### src/bcs_params.svh
/*
  Offsets, field positions, reset values and decode constants of the
  board control and status register file.
  Assumes bit 0 of each word is the most significant; it rides on host bus line 31.
*/
`ifndef BCS_PARAMS_SVH
`define BCS_PARAMS_SVH

// =====================================================================
// Address map
`define BCS_REGION_BYTES 32768
`define BCS_ADDR_MSB 14
`define BCS_IDX_MSB 4
`define BCS_IDX_LSB 2
`define BCS_OFS_HRC 3'h0
`define BCS_OFS_SECOND 3'h1
`define BCS_OFS_THIRD 3'h2
`define BCS_OFS_FOURTH 3'h3
`define BCS_OFS_FIFTH 3'h4
`define BCS_DATA_MSB 31
`define BCS_DATA_LSB 16

// =====================================================================
// Power-on values, bit 0 on the left
`define BCS_HRC_RESET 16'h0100
`define BCS_R1_RESET 16'h39b0
`define BCS_R2_RESET 16'h0000
`define BCS_R3_RESET 16'h0000
`define BCS_R4_RESET 16'h0000

// =====================================================================
// Field positions, counted from bit 0 on the left
`define BCS_R1_FLASH_CFG 4
`define BCS_R1_UNLOCK 5
`define BCS_R1_MAPEN 6
`define BCS_R3_UNLOCK 0

// =====================================================================
// Decoded configuration values
`define BCS_IPFX_HI 32'hfff00000
`define BCS_IPFX_LO 32'h00000000
`define BCS_BASE_00 32'h00000000
`define BCS_BASE_01 32'h00f00000
`define BCS_BASE_1X 32'hff000000

`endif

### src/bcs_pkg.sv
/*
  Types of the board control and status register file.
  Assumes the bus word is held with bit 0 as its most significant bit.
*/
package bcs_pkg;

  // ===================================================================
  // Register word, bit 0 on the left
  typedef logic [0:15] bcs_word_type;

  // ===================================================================
  // Hard-reset configuration layout, first field is bit 0
  typedef struct packed {
    logic external_arbitration;
    logic interrupt_prefix_sel;
    logic rsv2;
    logic boot_disable;
    logic [1:0] boot_port_size;
    logic rsv6;
    logic [1:0] initial_space_base;
    logic [1:0] debug_pin_config;
    logic [1:0] debug_port_location;
    logic [1:0] ext_bus_div_factor;
    logic rsv15;
  } bcs_hrc_type;

  // ===================================================================
  // Field encodings, in code order 00 to 11
  typedef enum logic [1:0] {
    BCS_PORT_32, BCS_PORT_8, BCS_PORT_16, BCS_PORT_RSVD
  } bcs_port_type;

  typedef enum logic [1:0] {
    BCS_PINS_CARD2, BCS_PINS_WATCH, BCS_PINS_RSVD, BCS_PINS_SHOW
  } bcs_pins_type;

  typedef enum logic [1:0] {
    BCS_DPORT_JTAG, BCS_DPORT_NONE, BCS_DPORT_RSVD, BCS_DPORT_CARD2
  } bcs_dport_type;

  // ===================================================================
  // Configuration as the processor takes it at hard reset
  typedef struct packed {
    logic ext_arb;
    logic [31:0] int_prefix;
    logic boot_cs_en;
    bcs_port_type boot_port;
    logic [31:0] map_base;
    bcs_pins_type dbg_pins;
    bcs_dport_type dbg_port;
    logic clk_div2;
  } bcs_cfg_type;

  // ===================================================================
  // One bus request as seen in a cycle
  typedef struct packed {
    logic rd;
    logic wr;
    logic [2:0] idx;
    bcs_word_type wdata;
  } bcs_req_type;

endpackage

### src/bcs_regs.sv
/*
  Board control and status register file: five 16-bit registers on the
  upper half of a 32-bit host bus, mirrored through one chip-select
  region, with one-shot protection of the unmapping bit and drive of
  the hard-reset configuration word onto the data bus.
  Assumes a synchronous host bus with active-low chip select and
  strobes, and a host bus of 32 data lines of which 31..16 carry data.
*/
`timescale 1ns/1ps
`default_nettype none

`include "bcs_params.svh"

module bcs_regs
  import bcs_pkg::*;
(
  input wire logic clk,
  input wire logic reset_n,
  input wire logic hard_reset_n,
  input wire logic regfile_chip_select_n,
  input wire logic bus_rd_n,
  input wire logic bus_wr_n,
  input wire logic [`BCS_ADDR_MSB:2] bus_addr,
  input wire logic [31:0] bus_data_in,
  output logic [31:0] bus_data_out_q,
  output logic bus_data_oe_q,
  output logic regfile_mapped_q,
  output bcs_hrc_type hrc_q,
  output bcs_cfg_type active_cfg_q,
  output logic [0:31] enable_onboard_q,
  output logic [0:31] enable_connector_q
);

  // ===================================================================
  // Storage
  bcs_word_type regs_q [0:4];
  bcs_word_type second_d;
  bcs_word_type fourth_d;
  bcs_word_type cfg_src;
  bcs_req_type req;
  logic mapped;
  logic flash_src;
  logic cfg_drive;
  logic rd_hit;
  logic wr_hit;

  // ===================================================================
  // Functions

  // Register slot from the word address; higher bits are ignored
  function automatic logic [2:0] word_index(
    input logic [`BCS_ADDR_MSB:2] a
  );
    return a[`BCS_IDX_MSB:`BCS_IDX_LSB];
  endfunction

  // Read value of a slot; slots past the fifth read zero
  function automatic bcs_word_type read_word(input logic [2:0] idx);
    bcs_word_type w;
    w = '0;
    case (idx)
      `BCS_OFS_HRC: begin
        w = regs_q[0];
      end
      `BCS_OFS_SECOND: begin
        w = regs_q[1];
      end
      `BCS_OFS_THIRD: begin
        w = regs_q[2];
      end
      `BCS_OFS_FOURTH: begin
        w = regs_q[3];
        w[`BCS_R3_UNLOCK] = regs_q[1][`BCS_R1_UNLOCK];
      end
      `BCS_OFS_FIFTH: begin
        w = regs_q[4];
      end
      default: begin
        w = '0;
      end
    endcase
    return w;
  endfunction

  // Turns a configuration word into the values the processor adopts
  function automatic bcs_cfg_type decode_cfg(input bcs_word_type w);
    bcs_hrc_type h;
    bcs_cfg_type c;
    h = bcs_hrc_type'(w);
    c = '0;
    // Arbitration and interrupt prefix
    c.ext_arb = h.external_arbitration;
    if (h.interrupt_prefix_sel) begin
      c.int_prefix = `BCS_IPFX_LO;
    end else begin
      c.int_prefix = `BCS_IPFX_HI;
    end
    // Boot chip select and its port size
    c.boot_cs_en = ~h.boot_disable;
    c.boot_port = bcs_port_type'(h.boot_port_size);
    // Base of the internal map
    case (h.initial_space_base)
      2'h0: begin
        c.map_base = `BCS_BASE_00;
      end
      2'h1: begin
        c.map_base = `BCS_BASE_01;
      end
      default: begin
        c.map_base = `BCS_BASE_1X;
      end
    endcase
    // Debug pins and debug port
    c.dbg_pins = bcs_pins_type'(h.debug_pin_config);
    c.dbg_port = bcs_dport_type'(h.debug_port_location);
    // Only code 01 divides the bus clock by two
    c.clk_div2 = (h.ext_bus_div_factor == 2'h1);
    return c;
  endfunction

  // ===================================================================
  // Request decode

  // Gather the strobes into one request
  always_comb begin
    req.rd = ~regfile_chip_select_n & ~bus_rd_n;
    req.wr = ~regfile_chip_select_n & ~bus_wr_n;
    req.idx = word_index(bus_addr);
    req.wdata = bus_data_in[`BCS_DATA_MSB:`BCS_DATA_LSB];
  end

  // Access is only taken while mapped and out of hard reset
  assign mapped = ~regs_q[1][`BCS_R1_MAPEN];
  assign rd_hit = req.rd & mapped & hard_reset_n;
  assign wr_hit = req.wr & mapped & hard_reset_n;

  // Configuration source and drive condition
  assign flash_src = ~regs_q[1][`BCS_R1_FLASH_CFG];
  assign cfg_drive = ~hard_reset_n & ~flash_src;

  // ===================================================================
  // Second register write value with the protected bits

  // Unmap only after an unlock; no path back to mapped
  always_comb begin
    second_d = req.wdata;
    if (regs_q[1][`BCS_R1_UNLOCK]) begin
      second_d[`BCS_R1_MAPEN] = regs_q[1][`BCS_R1_MAPEN] |
        req.wdata[`BCS_R1_MAPEN];
    end else begin
      second_d[`BCS_R1_MAPEN] = regs_q[1][`BCS_R1_MAPEN];
    end
    // Any write here re-arms the protection
    second_d[`BCS_R1_UNLOCK] = 1'b0;
  end

  // Fourth register keeps no copy of the unlock bit
  always_comb begin
    fourth_d = req.wdata;
    fourth_d[`BCS_R3_UNLOCK] = 1'b0;
  end

  // ===================================================================
  // Configuration word, reset only by power-on

  // Hard reset leaves it alone; writes wait for the next hard reset
  always_ff @(posedge clk) begin
    if (!reset_n) begin
      regs_q[0] <= `BCS_HRC_RESET;
    end else if (wr_hit && req.idx == `BCS_OFS_HRC) begin
      regs_q[0] <= req.wdata;
    end
  end

  // ===================================================================
  // Second register: enables, flash source, unlock, map enable

  // Wakes up mapped and locked
  always_ff @(posedge clk) begin
    if (!reset_n) begin
      regs_q[1] <= `BCS_R1_RESET;
    end else if (wr_hit && req.idx == `BCS_OFS_SECOND) begin
      regs_q[1] <= second_d;
    end else if (wr_hit && req.idx == `BCS_OFS_FOURTH) begin
      regs_q[1][`BCS_R1_UNLOCK] <= req.wdata[`BCS_R3_UNLOCK];
    end
  end

  // ===================================================================
  // Third and fifth registers: plain storage; fourth stores all but bit 0, which sets the unlock bit

  // Third register
  always_ff @(posedge clk) begin
    if (!reset_n) begin
      regs_q[2] <= `BCS_R2_RESET;
    end else if (wr_hit && req.idx == `BCS_OFS_THIRD) begin
      regs_q[2] <= req.wdata;
    end
  end

  // Fourth register
  always_ff @(posedge clk) begin
    if (!reset_n) begin
      regs_q[3] <= `BCS_R3_RESET;
    end else if (wr_hit && req.idx == `BCS_OFS_FOURTH) begin
      regs_q[3] <= fourth_d;
    end
  end

  // Fifth register
  always_ff @(posedge clk) begin
    if (!reset_n) begin
      regs_q[4] <= `BCS_R4_RESET;
    end else if (wr_hit && req.idx == `BCS_OFS_FIFTH) begin
      regs_q[4] <= req.wdata;
    end
  end

  // ===================================================================
  // Data bus drive

  // Configuration drive wins over any read; lower lines read zero
  always_ff @(posedge clk) begin
    if (!reset_n) begin
      bus_data_out_q <= 32'h00000000;
      bus_data_oe_q <= 1'b0;
    end else if (cfg_drive) begin
      bus_data_out_q <= {regs_q[0], 16'h0000};
      bus_data_oe_q <= 1'b1;
    end else if (rd_hit) begin
      bus_data_out_q <= {read_word(req.idx), 16'h0000};
      bus_data_oe_q <= 1'b1;
    end else begin
      bus_data_out_q <= 32'h00000000;
      bus_data_oe_q <= 1'b0;
    end
  end

  // ===================================================================
  // Configuration the processor adopts at hard reset

  // Flash word replaces the register when the flash source is chosen
  always_comb begin
    if (flash_src) begin
      cfg_src = bus_data_in[`BCS_DATA_MSB:`BCS_DATA_LSB];
    end else begin
      cfg_src = regs_q[0];
    end
  end

  // Follows the source through hard reset, holds after release
  always_ff @(posedge clk) begin
    if (!reset_n) begin
      active_cfg_q <= decode_cfg(`BCS_HRC_RESET);
    end else if (!hard_reset_n) begin
      active_cfg_q <= decode_cfg(cfg_src);
    end
  end

  // ===================================================================
  // Board-side outputs

  // Enables reach onboard modules and connectors alike
  always_comb begin
    regfile_mapped_q = mapped;
    hrc_q = bcs_hrc_type'(regs_q[0]);
    enable_onboard_q = {regs_q[1], regs_q[2]};
    enable_connector_q = {regs_q[1], regs_q[2]};
  end

endmodule

`default_nettype wire

### config.mk
export PLATFORM = sky130hd
export DESIGN_NAME = bcs_regs
export DESIGN_NICKNAME = d
export VERILOG_FILES = /design/src/bcs_pkg.sv /design/src/bcs_regs.sv
export VERILOG_INCLUDE_DIRS = /design/src
export SDC_FILE = /design/constraint.sdc
export NUM_CORES = 1
export LEC_CHECK = 0
export BUFFER_PORTS_ARGS = -buffer_cell sky130_fd_sc_hd__buf_2
export CAP_MARGIN = 15
export CORE_UTILIZATION = 48
export CTS_CLUSTER_SIZE = 24
export DETAILED_ROUTE_END_ITERATION = 7
export MAX_ROUTING_LAYER = met4
export PLACE_DENSITY = 0.85
export SYNTH_ARGS = -nofsm -noshare
export SYNTH_HDL_FRONTEND = slang
export SYNTH_SLANG_ARGS = --single-unit
### constraint.sdc
create_clock -name clk -period 3.41 [get_ports clk]
set_clock_uncertainty 0.2 [all_clocks]
set_input_delay 0.5115 -clock clk [delete_from_list [all_inputs] [get_ports clk]]
set_output_delay 0.5115 -clock clk [all_outputs]
set_load 0.01 [all_outputs]
**Yosys cells after proc, flatten, opt, wreduce, memory -nomap -nowiden**

Memory sizes are Yosys's and may differ from the RTL's.
Index checks and enable logic that the tools add are counted.

- Register bits: 106
- RAM bits: 80
- Logic and storage cells: 81
- Output and inout port bits: 187
- Memories kept: 1

Memory list:

| memory | depth | bits a word | rd ports | clocked after Yosys merged registers in | write ports | RTL line | RTL |
|---|---|---|---|---|---|---|---|
| regs_q | 5 | 16 | 5 | 0 | 5 | bcs_regs.sv:36 | `bcs_word_type regs_q [0:4];` |

- Bitwise logic cells: 21
- Reduce and logical (&&, ||, !) cells: 8
- Mux-type cells: 34
- Equal/unequal tests: 6

Operators by type and width:

| kind | count |
|---|---|
| $mux 16 | 6 |
| $mux 32 | 3 |
| $pmux 16 s5 | 1 |
| $pmux 32 s2 | 1 |
| $mux 1 | 23 |
| $and 1x1->1 | 7 |
| $not 1->1 | 7 |
| $or 1x1->1 | 7 |
| $eq 3x2->1 const B | 2 |
| $logic_and 1x1->1 | 5 |
| $eq 2x1->1 const B | 2 |
| $eq 3x1->1 const B | 1 |
| $eq 3x3->1 const B | 1 |
| $logic_not 3->1 | 1 |
| $logic_not 2->1 | 1 |
| $reduce_or 2->1 | 1 |

**Longest topological paths before layout**

- Word-level depth: 10
- Mapped depth: 7

**Worst setup path before layout**

No wires, ideal clock.

- Path type: in2reg
- Start point: input port bus_addr[3] (netlist name)
- End point: memory regs_q[2][0] (netlist name), enable pin
- Arrival time: 2.555 ns
- Path slack: 0.240 ns
- Buffers on the path: 3
- Stages: 5
- Path through: clkbuf_1 -> nand2b_1 -> clkbuf_1 -> clkbuf_1 -> o31ai_1

RTL lines:

| what | RTL line | RTL |
|---|---|---|
| from (decl) | bcs_regs.sv:23 | `` input wire logic [`BCS_ADDR_MSB:2] bus_addr, `` |
| to (decl) | bcs_regs.sv:36 |  |

==> impl_metrics.yaml <==
hold_path:
  hold_class: "in2reg"
  hold_path_startpoint: "bus_data_in[29]"
  holdPathStages: 2
  hold_end: "regs_q[1][13]"
clock_tree:
  root_buffer: "clkbuf_16"
  cts_sinks: 108
  cts-htree-levels: 3
  cts_setup_buffers: 0
  cts_tree: "yes"
  post_cts_resized: 0
  cts_buffers: 9
  clk-insertion-delay-late_ps: 340
  clock_path_buffers: 2
  cts_hold_buf: 0
  path_clk_slew_ps: 70
worst_setup_path:
  rr_endpoint: "regs_q[2][13]"
  crit_type: "reg2reg"
  cpMaxStageDelayCell: "or4b_1"
  rr_startpoint: "regs_q[1][9]"
  cp_cell_sequence: "or4b_1 -> or2_4 -> nor3_4 -> and2_1"
  crit_path_end_kind: "flip-flop"
  rrSetupSlack_ps: 560
  reg2reg_depth: 4
  cp-start-kind: "flip-flop"
  worst-path-buf-inv: 0
  worstPathArrival_ps: 2860
  max_stage_delay_ps: 780
  cp_top_family: "simple AND/OR/NAND/NOR gates"
  worstPathMaxFanout: 16
  worst_ep_required_time_ps: 3420
drt:
  wire_per_inst_microns: 18.1
  maxUsedRoutingLayer: "met4"
  drt-met1-wl_microns: 5240
  viasPerCell: 5.24
  drc_errors: 0
  wl_met3_microns: 1140
  wl_met2_microns: 6420
  num_vias: 3808
  drt_wl_total_microns: 13100
  antenna_left: 0
  drt_pre_antenna_iters: 7
  drt-initial-drc-count: 254
global_route:
  grt.total_usage: 0.231
  antenna_found_initial: 0
  grt_first_pass_wirelength_microns: 19300
  grt_pass1_vias: 3512
  overflow: 0
  grt_max_degree: 26
yosys:
  ys_async_sr_fraction: 0
  yosysUniqueCellTypes: 41
  synthTopCellsByArea: "edfxtp_1 43%, buf_4 15%, dfxtp_1 10%"
  synth_top_area_frac: 0.426
  avgSynthCellArea_sq_um: 11.4
  synth-edff-count: 79
  synth_most_common_cell: "buf_4"
  synth_area_sq_um: 5570
  syn_inst: 487
  ys_warn_count: 0
  yosysSeqAreaShare: 0.530
  synth_top_cells_by_count: "110 x buf_4, 79 x edfxtp_1, 72 x and2_1"
  yosysTopAreaCell: "edfxtp_1"
  ys.flop_type: "edfxtp_1"
  synth_seq_cells: 108
floorplan:
  ioPinCount: 238
  die_x_microns: 110
  start_util: 0.503
  coreArea_sq_um: 11100
  die_h_microns: 110
  rows: 38
  die-area_sq_um: 12000
place:
  dpl.cell_count: 711
  hpwl_microns: 9080
  place_congestion: 0.846
  port_buffers: 155
finish:
  finalNonFillerCells: 727
  antenna_cells: 0
  nets: 633
  areaGrowthSynthToFinish_pct: 11.7
  layout-drive-gt1-share: 0.332
  fill_cells: 956
timing:
  max_freq_ghz: 0.351
  tightestPinTransition_ps: 937
  hold_viol: 0
  rsz0062_at_grt: "false"
  setup_viol: 0
  period_needed_ps: 2850
  final_max_slew_viol_count: 0
  tns_ps: 0
  fin_crit_sh: 0.834
  max_slew_margin: 0.374
power:
  p_int_mw: 2.20
  p_total_mw: 2.89
  p_leak_nw: 2.75
  power.density_nw_per_um2: 464
  peakVddDrop_v: 0.000321
  p_comb_frac: 0.100
  p_seq_frac: 0.512
  netSwitchingFraction: 0.240
  p_clk_frac: 0.388
  switchingPower_mw: 0.693
flow_run:
  drv_cap: 0
outcome:
  status: "finished, final reports clean"
[per-stage QoR]
stage                     area (sq um)  worst slack (ps)  hold WS (ps)  utilization
after global routing              6220               464           292        0.562
after global placement            5900               535           270        0.533
after detailed placement          5900               494           284        0.533
after floorplan                   5780               240           315            -
after CTS                         6220               567           277        0.562
final                             6220               565           284        0.562
[state kept, by name, summed over array words and instances, names as in the netlist]
name            count
regs_q             79
bus_data_oe_q       1
active_cfg_q       12
bus_data_out_q     16
[layout make-up]
| class | instances | area (sq um) | share of cell area |
|---|---|---|---|
| Clock inverter | 7 | 97.6 | 0.0157 |
| Tap cell | 140 | 175 | 0.0281 |
| Clock buffer | 9 | 225 | 0.0362 |
| Sequential cell | 108 | 2950 | 0.474 |
| Multi-Input combinational cell | 293 | 1900 | 0.306 |
| Timing Repair Buffer | 165 | 851 | 0.137 |
| Inverter | 5 | 18.8 | 0.00302 |
[logic make-up after synthesis]
kind of cell           count (synthesis)  synth area share
muxes                                 32            0.0580
AOI/OAI and AO/OA                     70            0.0889
buffers and inverters                141             0.172
other                                  1          0.000673
and+or+nand+nor                      135             0.151
DFF                                  108             0.530
[cells in the final DEF, fill, tap and decap left out, types with 3 or more instances in the layout]
cell type,Yosys,routed
a21oi_1,9,9
a22o_1,15,15
a22oi_1,9,9
and2_1,72,72
buf_2,3,155
buf_4,110,10
clkbuf_16,0,9
conb_1,1,56
dfxtp_1,29,29
edfxtp_1,79,79
inv_1,5,5
mux2i_1,30,30
nand2_1,5,5
nand2b_1,10,10
nand3b_1,6,6
nor2_1,20,20
nor2b_1,7,7
nor3_4,3,3
o21ai_0,11,9
o22ai_1,10,10
o2bb2ai_1,5,5
[power by group through the flow]
stage	Combinational (mW)	Clock [mW]	Sequential [mW]
2_1_floorplan	0.225	0	1.52
3_3_place_gp	0.280	0	1.51
3_5_place_dp	0.287	0	1.51
4_1_cts	0.288	1.13	1.48
5_1_grt	0.318	1.18	1.48
6_report	0.289	1.12	1.48
[worst reg2reg max path: cells and delay by family (launching register included)]
kind / cells / cell delay, ps
simple gates: 4 / 2000
flops: 1 / 520
[metal layers]
layer,GRT usage,vias to the layer above
met5,-,-
met4,0.108,0
met3,0.0468,34
met2,0.354,223
met1,0.295,1823
li1,-,1728
[worst max path at each step]
stage | from | endpoint | cells past startpoint | slack (ps)
finish | regs_q[1][9] | regs_q[2][13] | 4 | 560
global placement | regfile_chip_select_n | regs_q[2][5] | 5 | 540
floorplan | bus_addr[3] | regs_q[2][0] | 5 | 240
detailed placement | regfile_chip_select_n | regs_q[2][13] | 5 | 490
CTS | regs_q[1][9] | regs_q[2][13] | 4 | 570
global route | regs_q[1][9] | regs_q[2][15] | 4 | 460
(Power assumes the default switching activity.)
